<file path="src/rtl/pwm_cfg_consts.svh">
// register offsets, reset values, field positions and timing counts for the config bank
// assumes inclusion from the two design files by bare name; the package does not include it
//
// Operation
// deadtime limit register resets to 56 ns each direction
// deadtime bounds apply in fixed and adaptive modes, clamped to 60 ns
// bits 14..8 give signed max high-to-low deadtime in ns
// bits 6..0 give signed max low-to-high deadtime in ns
// bits 15..11 of maker config set blanking delay in 32 ns steps
// current-sense fault only after 2C+1 consecutive violations
// maker bit 7 enables external temperature measurements
// maker bit 6 picks external sensor; software also sets bit 7
// bits 5..4 choose current-sense method; code 11 reserved
// bits 1 and 0 pick push-pull or open-drain for power-good and sync
// with user bit 13 set, ramp duty floor is (N+1)/256
// user bit 11 stops sync output 500 ms after disable
// user bit 9 low applies feed-forward correction to coefficients
// user bit 8 chooses fault spreading mode
// user bit 6 picks sync source, bit 5 sync pin direction
// user bit 2 holds low-side drive on while disabled
// user bits 1..0 pick standby mode; code 10 reserved
// reserved bits read zero and ignore writes; user config reset sets reserved bit 4, which reads 1 until written
// registers update only after a complete word write
`ifndef PWM_CFG_CONSTS_SVH
`define PWM_CFG_CONSTS_SVH

`define CMD_DEADTIME_LIMIT 8'hBF
`define CMD_MAKER_CONFIG 8'hD0
`define CMD_USER_CONFIG 8'hD1

`define RST_DEADTIME_LIMIT 16'h3838
`define RST_MAKER_CONFIG 16'h6A11
`define RST_USER_CONFIG 16'h2011

`define MASK_DEADTIME_LIMIT 16'h7F7F
`define MASK_MAKER_CONFIG 16'hFFFF
`define MASK_USER_CONFIG 16'hEB67

`define DEADTIME_RANGE_NS 7'h3C
`define BLANK_STEP_NS 32
`define SYNC_TIMEOUT_MS 500
`define CLOCK_MHZ 100
`define SYNC_TIMEOUT_CYC (`SYNC_TIMEOUT_MS * 1000 * `CLOCK_MHZ)

`endif

</file>
<file path="src/rtl/pwm_cfg_pkg.sv">
// types shared by the config bank and its word receiver
// assumes nothing from the constants header, which it does not include
package pwm_cfg_pkg;

  // one management-bus word transaction presented to the bank
  typedef struct packed {
    logic [7:0] cmd;
    logic [15:0] data;
  } word_xfer_s;

  typedef enum logic [1:0] {
    SENSE_GND_DOWN,
    SENSE_OUT_DOWN,
    SENSE_OUT_UP,
    SENSE_RSVD
  } sense_mode_e;

  typedef enum logic [1:0] {
    STBY_LOW_POWER,
    STBY_MONITOR,
    STBY_RSVD,
    STBY_PULSED
  } standby_mode_e;

  // decoded configuration handed to the power stage
  typedef struct packed {
    logic [6:0] dt_max_hl;
    logic [6:0] dt_max_lh;
    logic [9:0] blank_ns;
    logic [3:0] fault_count;
    logic ext_temp_en;
    logic ext_temp_sel;
    sense_mode_e sense_mode;
    logic nonlinear_response_always;
    logic alt_ramp_en;
    logic min_duty_en;
    logic [2:0] min_duty_num;
    logic ff_correct;
    logic spread_immediate;
    logic sync_external;
    logic sync_drive_out;
    logic low_side_on_disabled;
    standby_mode_e standby_mode;
  } cfg_s;

endpackage

</file>
<file path="src/rtl/word_receiver.sv">
// collects a command byte and two data bytes into one word write
// assumes byte strobes come from the serial engine on clock_i; abort drops partials
`timescale 1ns/100ps
`include "pwm_cfg_consts.svh"
module word_receiver
  import pwm_cfg_pkg::*;
(
  input wire logic clock_i,
  input wire logic rst_i,
  input wire logic byte_valid_i,
  input wire logic [7:0] byte_i,
  input wire logic frame_start_i,
  input wire logic frame_abort_i,
  output word_xfer_s xfer_o,
  output logic xfer_valid_o
);

  typedef enum logic [1:0] {WAIT_CMD, WAIT_LO, WAIT_HI, IDLE_END} rx_state_e;

  rx_state_e state_r, state_nxt;
  word_xfer_s hold_r, hold_nxt;
  logic valid_r, valid_nxt;

  ////////////////////////////////////////////////////////////////////////
  // byte sequencing; low byte first as on the wire
  always_comb begin
    state_nxt = state_r;
    hold_nxt = hold_r;
    valid_nxt = 1'b0;
    if (frame_abort_i || frame_start_i) begin
      state_nxt = WAIT_CMD; // partial word dropped
    end else if (byte_valid_i) begin
      unique case (state_r)
        WAIT_CMD: begin
          hold_nxt.cmd = byte_i;
          state_nxt = WAIT_LO;
        end
        WAIT_LO: begin
          hold_nxt.data[7:0] = byte_i;
          state_nxt = WAIT_HI;
        end
        WAIT_HI: begin
          hold_nxt.data[15:8] = byte_i;
          valid_nxt = 1'b1; // whole word seen, commit once
          state_nxt = IDLE_END;
        end
        IDLE_END: begin
          state_nxt = IDLE_END; // extra bytes ignored
        end
      endcase
    end
  end

  always_ff @(posedge clock_i) begin
    if (rst_i) begin
      state_r <= WAIT_CMD;
      hold_r <= '0;
      valid_r <= 1'b0;
    end else begin
      state_r <= state_nxt;
      hold_r <= hold_nxt;
      valid_r <= valid_nxt;
    end
  end

  assign xfer_o = hold_r;
  assign xfer_valid_o = valid_r;

endmodule

</file>
<file path="src/rtl/pwm_cfg_regs.sv">
// three 16-bit configuration words with decode to the power stage
// assumes byte strobes, enable and fault strobes share clock_i
`timescale 1ns/100ps
`include "pwm_cfg_consts.svh"
module pwm_cfg_regs
  import pwm_cfg_pkg::*;
#(
  parameter int unsigned SYNC_TIMEOUT_CYCLES = `SYNC_TIMEOUT_CYC
) (
  input wire logic clock_i,
  input wire logic rst_i,
  input wire logic byte_valid_i,
  input wire logic [7:0] byte_i,
  input wire logic frame_start_i,
  input wire logic frame_abort_i,
  input wire logic [7:0] rd_cmd_i,
  output logic [15:0] rd_data_o,
  output logic rd_hit_o,
  input wire logic device_enabled_i,
  input wire logic sense_sample_i,
  input wire logic sense_violation_i,
  input wire logic [6:0] dt_req_hl_i,
  input wire logic [6:0] dt_req_lh_i,
  input wire logic [7:0] ramp_duty_i,
  input wire logic power_good_i,
  input wire logic sync_clk_i,
  output cfg_s cfg_o,
  output logic [6:0] dt_hl_o,
  output logic [6:0] dt_lh_o,
  output logic [7:0] ramp_duty_o,
  output logic current_fault_o,
  output logic temp_meas_en_o,
  output logic sync_run_o,
  output logic power_good_pin_o,
  output logic power_good_pin_oe_o,
  output logic sync_pin_o,
  output logic sync_pin_oe_o,
  output logic low_side_gate_out_o
);

  word_xfer_s xfer;
  logic xfer_valid;
  logic [15:0] dead_r, dead_nxt;
  logic [15:0] maker_r, maker_nxt;
  logic [15:0] user_r, user_nxt;

  // clamp a signed deadtime request to [0, limit], limit itself capped at range
  function automatic logic [6:0] clamp_dt(input logic [6:0] req, input logic [6:0] lim);
    logic [6:0] top;
    top = ($signed(lim) > $signed(`DEADTIME_RANGE_NS)) ? `DEADTIME_RANGE_NS : lim;
    if ($signed(top) < 0) top = 7'h00;
    if ($signed(req) < 0) clamp_dt = 7'h00;
    else if ($signed(req) > $signed(top)) clamp_dt = top;
    else clamp_dt = req;
  endfunction

  word_receiver u_rx (
    .clock_i(clock_i),
    .rst_i(rst_i),
    .byte_valid_i(byte_valid_i),
    .byte_i(byte_i),
    .frame_start_i(frame_start_i),
    .frame_abort_i(frame_abort_i),
    .xfer_o(xfer),
    .xfer_valid_o(xfer_valid)
  );

  ////////////////////////////////////////////////////////////////////////
  // register writes; reserved bits masked so writes never store them
  always_comb begin
    dead_nxt = dead_r;
    maker_nxt = maker_r;
    user_nxt = user_r;
    if (xfer_valid) begin // only a full word commits
      unique case (xfer.cmd)
        `CMD_DEADTIME_LIMIT: dead_nxt = xfer.data & `MASK_DEADTIME_LIMIT;
        `CMD_MAKER_CONFIG: maker_nxt = xfer.data & `MASK_MAKER_CONFIG;
        `CMD_USER_CONFIG: user_nxt = xfer.data & `MASK_USER_CONFIG;
        default: ;
      endcase
    end
  end

  always_ff @(posedge clock_i) begin
    if (rst_i) begin
      dead_r <= `RST_DEADTIME_LIMIT; // 56 ns both edges
      maker_r <= `RST_MAKER_CONFIG;
      user_r <= `RST_USER_CONFIG;
    end else begin
      dead_r <= dead_nxt;
      maker_r <= maker_nxt;
      user_r <= user_nxt;
    end
  end

  ////////////////////////////////////////////////////////////////////////
  // readback, combinational on the command code
  always_comb begin
    rd_hit_o = 1'b1;
    unique case (rd_cmd_i)
      `CMD_DEADTIME_LIMIT: rd_data_o = dead_r;
      `CMD_MAKER_CONFIG: rd_data_o = maker_r;
      `CMD_USER_CONFIG: rd_data_o = user_r;
      default: begin
        rd_data_o = 16'h0000;
        rd_hit_o = 1'b0;
      end
    endcase
  end

  ////////////////////////////////////////////////////////////////////////
  // field decode
  always_comb begin
    cfg_o.dt_max_hl = dead_r[14:8];
    cfg_o.dt_max_lh = dead_r[6:0];
    cfg_o.blank_ns = 10'(maker_r[15:11] * `BLANK_STEP_NS);
    cfg_o.fault_count = {maker_r[10:8], 1'b1}; // 2C+1
    cfg_o.ext_temp_en = maker_r[7];
    cfg_o.ext_temp_sel = maker_r[6];
    cfg_o.sense_mode = sense_mode_e'(maker_r[5:4]);
    cfg_o.nonlinear_response_always = maker_r[3];
    cfg_o.alt_ramp_en = maker_r[2];
    cfg_o.min_duty_en = user_r[13];
    cfg_o.min_duty_num = {1'b0, user_r[15:14]} + 3'h1;
    cfg_o.ff_correct = ~user_r[9];
    cfg_o.spread_immediate = user_r[8];
    cfg_o.sync_external = user_r[6];
    cfg_o.sync_drive_out = user_r[5];
    cfg_o.low_side_on_disabled = user_r[2];
    cfg_o.standby_mode = standby_mode_e'(user_r[1:0]);
  end

  // limits hold whether the request is frozen or adaptive
  assign dt_hl_o = clamp_dt(dt_req_hl_i, dead_r[14:8]);
  assign dt_lh_o = clamp_dt(dt_req_lh_i, dead_r[6:0]);

  // ramp duty floor only while enabled
  always_comb begin
    ramp_duty_o = ramp_duty_i;
    if (user_r[13] && (ramp_duty_i < {5'h00, cfg_o.min_duty_num})) begin
      ramp_duty_o = {5'h00, cfg_o.min_duty_num};
    end
  end

  // temperature: external path only when enabled; selection bit passed through as written
  assign temp_meas_en_o = maker_r[7];

  ////////////////////////////////////////////////////////////////////////
  // consecutive violation counter; a pass resets the run
  logic [3:0] viol_r, viol_nxt;
  logic fault_r, fault_nxt;

  always_comb begin
    viol_nxt = viol_r;
    fault_nxt = fault_r;
    if (sense_sample_i) begin
      if (sense_violation_i) begin
        if (viol_r != 4'hF) viol_nxt = viol_r + 4'h1;
        if ((viol_r + 4'h1) >= cfg_o.fault_count) fault_nxt = 1'b1;
      end else begin
        viol_nxt = 4'h0;
        fault_nxt = 1'b0;
      end
    end
  end

  always_ff @(posedge clock_i) begin
    if (rst_i) begin
      viol_r <= 4'h0;
      fault_r <= 1'b0;
    end else begin
      viol_r <= viol_nxt;
      fault_r <= fault_nxt;
    end
  end

  assign current_fault_o = fault_r;

  ////////////////////////////////////////////////////////////////////////
  // sync timeout after disable; counter saturates rather than wraps
  logic [31:0] tmo_r, tmo_nxt;
  logic sync_run_r, sync_run_nxt;

  always_comb begin
    tmo_nxt = tmo_r;
    sync_run_nxt = sync_run_r;
    if (device_enabled_i || !user_r[11]) begin
      tmo_nxt = 32'h0000_0000;
      sync_run_nxt = 1'b1; // keeps running when timeout off
    end else if (tmo_r < 32'(SYNC_TIMEOUT_CYCLES - 1)) begin
      tmo_nxt = tmo_r + 32'h0000_0001;
    end else begin
      sync_run_nxt = 1'b0; // stopped 500 ms after disable
    end
  end

  always_ff @(posedge clock_i) begin
    if (rst_i) begin
      tmo_r <= 32'h0000_0000;
      sync_run_r <= 1'b1;
    end else begin
      tmo_r <= tmo_nxt;
      sync_run_r <= sync_run_nxt;
    end
  end

  assign sync_run_o = sync_run_r;

  ////////////////////////////////////////////////////////////////////////
  // pin drive: open-drain only ever pulls low
  always_comb begin
    power_good_pin_o = power_good_i;
    power_good_pin_oe_o = maker_r[1] ? 1'b1 : ~power_good_i;
    sync_pin_o = sync_clk_i & sync_run_r;
    // input-only sync pin never driven
    if (!user_r[5] || user_r[6]) begin
      sync_pin_oe_o = 1'b0;
    end else begin
      sync_pin_oe_o = maker_r[0] ? 1'b1 : ~sync_pin_o;
    end
    // low side held per config while disabled
    low_side_gate_out_o = device_enabled_i ? 1'b0 : user_r[2];
  end

endmodule

</file>
<file path="config.mk">
export PLATFORM = sky130hd
export DESIGN_NAME = pwm_cfg_regs
export DESIGN_NICKNAME = d
export VERILOG_FILES = /design/src/rtl/pwm_cfg_pkg.sv /design/src/rtl/word_receiver.sv /design/src/rtl/pwm_cfg_regs.sv
export VERILOG_INCLUDE_DIRS = /design/src /design/src/rtl
export SDC_FILE = /design/constraint.sdc
export NUM_CORES = 1
export LEC_CHECK = 0
export BUFFER_PORTS_ARGS = -buffer_cell sky130_fd_sc_hd__buf_2
export CORE_UTILIZATION = 40
export DETAILED_ROUTE_END_ITERATION = 8
export GPL_ROUTABILITY_DRIVEN = 0
export SETUP_SLACK_MARGIN = 0.02
export SYNTH_ARGS = -nofsm -noshare
export SYNTH_HDL_FRONTEND = slang
export SYNTH_SLANG_ARGS = --single-unit
</file>
<file path="constraint.sdc">
create_clock -name clock_i -period 3.4 [get_ports clock_i]
set_clock_uncertainty 0.2 [all_clocks]
set_input_delay 0.51 -clock clock_i [delete_from_list [all_inputs] [get_ports clock_i]]
set_output_delay 0.51 -clock clock_i [all_outputs]
set_load 0.01 [all_outputs]
</file>
==> impl_metrics.ini, run 1 <==
[outcome]
status = complete, no violations

[setup_path]
crit_arrival_ps = 2510
critPathBufInv = 2
crit_path_cell_trace = nand4_1 -> nand3b_1 -> ha_1 -> nor2b_1 -> o21ai_1 -> a21oi_1 -> o221ai_1 -> buf_4 -> mux2_2 -> buf_2
endpoint_kind = output port
r2r_slack_ps = 740
r2r_cells = 6
cp.required_ps = 2690
worstPathMaxFanout = 6
cpMaxStageDelayCell = dfxtp_1
critPathKind = reg2out
critical-path-top-delay-family = compound AO/OA/AOI/OAI gates
start_kind = flip-flop
max_stage_delay_ps = 410
rr_startpoint = tmo_r[0]
reg2reg_to = tmo_r[14]

[sta]
rsz0062_at_grt = no
fin_crit_ps = 3220
fmax_mhz = 310
setup_tns_ps = 0
fin_crit_sh_pct = 94.8
setup_ws_ps = 177
setup-violations-final = 0
slew_headroom_pct = 45.4
finalMaxSlewViolations = 0
tightestPinTransition_ps = 817
final-hold-violation-count = 0

[run]
drv_cap = 0

[clocking]
htreeDepth = 3
cts_buffer_depth = 2
root_buffer = clkbuf_16
cts_hold_buf = 0
insertion_delay_ps = 350
clk_pin_slew_ps = 70
cts_sinks = 107
cts_tree = done
cts_buffers = 9

[synth]
synth_ff_type = dfxtp_1
yosysSeqAreaShare_pct = 38.3
synth_area_sq_um = 5600
synth_seq_cells = 107
ys_types = 52
ys_top_cells_by_area = dfxtp_1 (38%), mux2i_1 (12%), nand2_1 (4.8%)
yosys.area.top_type = dfxtp_1
synth_top_area_share_pct = 38.3
avgSynthCellArea_sq_um = 8.50
synthArstFlopShare_pct = 0
yosys_warnings = 0
synth_edf_count = 0
syn_inst = 658

[drt]
route.detailed.wl_per_inst_microns = 15.2
num_vias = 4994
drt.antenna.violating_nets = 0
via_per_inst = 5.35
route.detailed.drc = 0
drt-total-wl_mm = 14.2
drt-initial-drc-count = 357
firstDrtPassIters = 4

[placed_design]
pre_cts_ws_ps = 518
dp_hpwl_mm = 10.4
numPortBuffers = 131
placed_area_sq_um = 6230

[final_layout]
area_delta_synth_final_pct = 16.5
drive_gt1_share_pct = 22.6
layout_common_cells = buf_2 (131), dfxtp_1 (104), nand2_1 (71), mux2i_1 (68), nor2_1 (65)
final_common_cell = buf_2
final_util_pct = 48.4
n_antenna_cell = 0
final_nets = 820
final_area_sq_um = 6520

[global_route]
grt-ovfl-total = 0
antenna_found_initial = 0
grt_pass1_vias = 4606
grt_pass1_wl_mm = 23.0
grt_max_degree = 75
track_usage_pct = 20.0

[floorplan]
die_area_sq_um = 14500
die_x_microns = 120
fp.coreArea_sq_um = 13500
chipHeight_microns = 120
io_pins = 140
start_util_pct = 41.6
rows = 42

[min_path]
min_to = u_rx.state_r[1]
min_path_type = in2reg
min_from = frame_abort_i
min_path_cells = 2

[power]
cellPowerDensity_nw_per_um2 = 371
p_total_w = 0.00242
p_leak_nw = 2.95
vdd.ir_drop.worst_mv = 0.199
sequential cells by signal, indices dropped and copies added, names as in the netlist:
signal / cells
viol_r: 4
u_rx.xfer_valid_o: 1
user_r: 12
dead_r: 14
maker_r: 16
current_fault_o: 1
u_rx.state_r: 2
tmo_r: 32
sync_run_o: 1
u_rx.xfer_o: 24
worst max-delay path by stage:
stage                         from    endpoint  slack, ps  depth (start not counted)
global route            dead_r[10]  dt_hl_o[0]         20                         10
CTS                     dead_r[13]  dt_hl_o[0]        120                         10
finish                  dead_r[10]  dt_hl_o[0]        180                         10
detailed placement  dt_req_hl_i[1]  dt_hl_o[0]        520                          9
global placement    dt_req_lh_i[1]  dt_lh_o[0]        590                          9
floorplan               dead_r[13]  dt_hl_o[0]        540                          8
where the power goes:
part / internal (W) / switching (W) / leakage (nW)
Sequential: 0.00126 / 0.00000463 / 0.861
Clock: 0.000528 / 0.000482 / 0.141
Combinational: 0.0000622 / 0.0000856 / 1.95
Total: 0.00185 / 0.000572 / 2.95
worst register-to-register path, stage by stage, from the launching register on:
cell     delay (ps)
dfxtp_1         410
ha_1            200
nand3_1         130
or4b_1          540
a221o_1         520
or3_1           430
a21oi_1         150
per-stage QoR:
| step | cells | hold WS [ps] |
|---|---|---|
| 6_report | 934 | 167 |
| 5_1_grt | 934 | 171 |
| 4_1_cts | 934 | 162 |
| 3_5_place_dp | 918 | 242 |
| 3_3_place_gp | 918 | 236 |
| 2_1_floorplan | 664 | 226 |
logic make-up after synthesis:
logic type,Yosys count,share of synthesized area [%]
mux,70,12.6
xor+xnor,3,0.470
fa+ha+maj,19,4.25
other cells,2,0.134
flops,107,38.3
simple gates,265,24.5
buf+inv,83,7.76
compound gates,109,12.0
Yosys cell counts (6+ instances only):
cell      number
nand3_1       21
buf_4         30
or3_1         12
and4_1         6
a21oi_1       37
clkbuf_1      28
nand2b_1      14
nor2_1        65
mux2i_1       68
nand4_1       16
and3_1         9
a21o_1         8
ha_1          19
nand2_1       71
o21ai_0       32
dfxtp_1      107
a211o_1       11
nor2b_1        9
inv_1         19
what timing repair did:
item / in CTS / in global routing
buffers inserted: 0 / 0
endpoints found under the setup margin: 0 / 5
resized for setup: 0 / 4
routing by layer:
metal,share of wire [%],routed length [microns],GRT usage [%]
met3,5.3,746,3.44
met2,45,6420,31.7
met1,47,6690,27.1
met4,2.1,304,7.41
met5,0,0,0
final cells by class:
type / count / area (sq um)
clock inverter: 5 / 43.8
multi-input combinational: 474 / 3060
sequential: 107 / 2150
tap: 176 / 220
clock buffer: 11 / 243
fill: 1315 / 6940
timing repair buffer: 142 / 738
inverter: 19 / 71.3
Note: power is estimated with default switching activity, not from simulation.
==> run 2, diff against run 1 <==
--- a/config.mk
+++ b/config.mk
@@ -7,9 +7,11 @@
 export NUM_CORES = 1
 export LEC_CHECK = 0
 export BUFFER_PORTS_ARGS = -buffer_cell sky130_fd_sc_hd__buf_2
-export CORE_UTILIZATION = 40
+export CORE_ASPECT_RATIO = 1.25
+export CORE_UTILIZATION = 54
 export DETAILED_ROUTE_END_ITERATION = 8
 export GPL_ROUTABILITY_DRIVEN = 0
+export PLACE_DENSITY = 0.81
 export SETUP_SLACK_MARGIN = 0.02
 export SYNTH_ARGS = -nofsm -noshare
 export SYNTH_HDL_FRONTEND = slang
==> impl_metrics.ini, run 2 (synthesis gave the netlist of run 1 again) <==
[power]
vdd.ir_drop.worst_mv = 0.308
p_leak_nw = 2.98
cellPowerDensity_nw_per_um2 = 387

[final_layout]
area_delta_synth_final_pct = 16.3
final_nets = 822
largest_register_ffs = 32
register_area_sq_um = 2150
drive_gt1_share_pct = 23.6
layout_common_cells = buf_2 (131), dfxtp_1 (99), nand2_1 (71), mux2i_1 (68), nor2_1 (65)
top_register = tmo_r
final_cells = 889
final_common_cell = buf_2
final_area_sq_um = 6500
fillerInstances = 862
multi_input_area_sq_um = 3060
n_antenna_cell = 0

[clocking]
cts_setup_buffers = 0
cts_sinks = 107
insertion_delay_ps = 360
cts_tree = done
htreeDepth = 3
clk_pin_slew_ps = 80
cts_hold_buf = 0
root_buffer = clkbuf_16
cts_buffer_depth = 2
cts_buffers = 9

[setup_path]
start_kind = flip-flop
cp.required_ps = 2690
worstPathMaxFanout = 6
endpoint_kind = output port
critPathKind = reg2out
crit_arrival_ps = 2530

[global_route]
grt_pass1_wl_mm = 23.4
grt-ovfl-total = 0
track_usage_pct = 27.7
grt_max_degree = 75
antenna_found_initial = 0
grt_pass1_vias = 4920

[floorplan]
die_area_sq_um = 10800
io_pins = 140
chipHeight_microns = 116
die_x_microns = 93.0
fp.coreArea_sq_um = 10100
start_util_pct = 55.4
rows = 41

[sta]
slew_headroom_pct = 48.1
fmax_mhz = 308
fin_crit_ps = 3240
rsz0062_at_grt = no
setup_tns_ps = 0
setup-violations-final = 0
hold_slack_ps = 152
fin_crit_sh_pct = 95.4
tightestPinTransition_ps = 777
final-hold-violation-count = 0
finalMaxSlewViolations = 0

[drt]
num_vias = 5147
route.detailed.drc = 0
firstDrtPassIters = 6
drt.antenna.violating_nets = 0
route.detailed.wl_per_inst_microns = 16.6
via_per_inst = 5.79
drt-initial-drc-count = 246
drt-total-wl_mm = 14.8

[placed_design]
dp_hpwl_mm = 11.0
placed_area_sq_um = 6180
placedCellCount = 873
numPortBuffers = 131

[outcome]
status = complete, no violations

[run]
drv_cap = 0

[min_path]
min_path_type = in2reg
run 2: cell count changes in the layout (fill, tap and decap cells not counted), moves of 2 or more:
cell      before  now
dfxtp_2        3    8
buf_4         11   13
dfxtp_1      104   99
clkinv_4       2    0
inv_8          0    3
run 2: timing repair:
action / in CTS / in global routing
gates resized for setup: 0 / 9
endpoints found under the hold margin: 0 / 0
endpoints found under the setup margin: 0 / 5
run 2: final timing paths:
kind                  startpoint         endpoint  slack (ps)  cells past startpoint
setup reg to reg        tmo_r[0]        tmo_r[22]         720                      6
setup / recovery      dead_r[10]       dt_hl_o[0]         160                     10
hold / removal     frame_start_i  u_rx.state_r[1]         150                      2
hold reg to reg   u_rx.xfer_o[7]       maker_r[7]         260                      2
run 2: power breakdown:
group | internal (W) | switching (W)
Clock | 0.000591 | 0.000513
Sequential | 0.00126 | 0.00000513
Combinational | 0.0000620 | 0.0000873
run 2: critical path, stage by stage (launching register included):
cell,delay (ps)
dfxtp_2,400
nand4_1,110
nand3b_1,120
ha_1,250
nor2b_1,140
o21ai_0,160
a21oi_1,100
o221ai_1,200
buf_4,200
mux2_2,350
buf_2,140
run 2: cell type report:
class                   instances  share of cell area (%)
clock buffers                   9                    3.46
flip-flops and latches        107                    33.1
repair buffers                144                    11.6
clock inverters                 7                    1.33
well taps                     129                    2.48
multi-input cells             474                    47.0
inverters                      19                    1.10
run 2: per-layer routing:
metal	wire, microns	track usage [%]	part of all wire (%)
met1	5900	31.7	40
met2	7520	48.3	51
met3	713	5.18	4.8
met4	628	15.8	4.3
met5	0	0	0
run 2: stage by stage:
stage	util, %	total power [W]	setup WS (ps)
floorplan	-	0.00138	541
global placement	61.2	0.00143	583
detailed placement	61.2	0.00144	495
CTS	64.3	0.00252	99.0
global route	64.4	0.00259	42.4
finish	64.4	0.00252	157
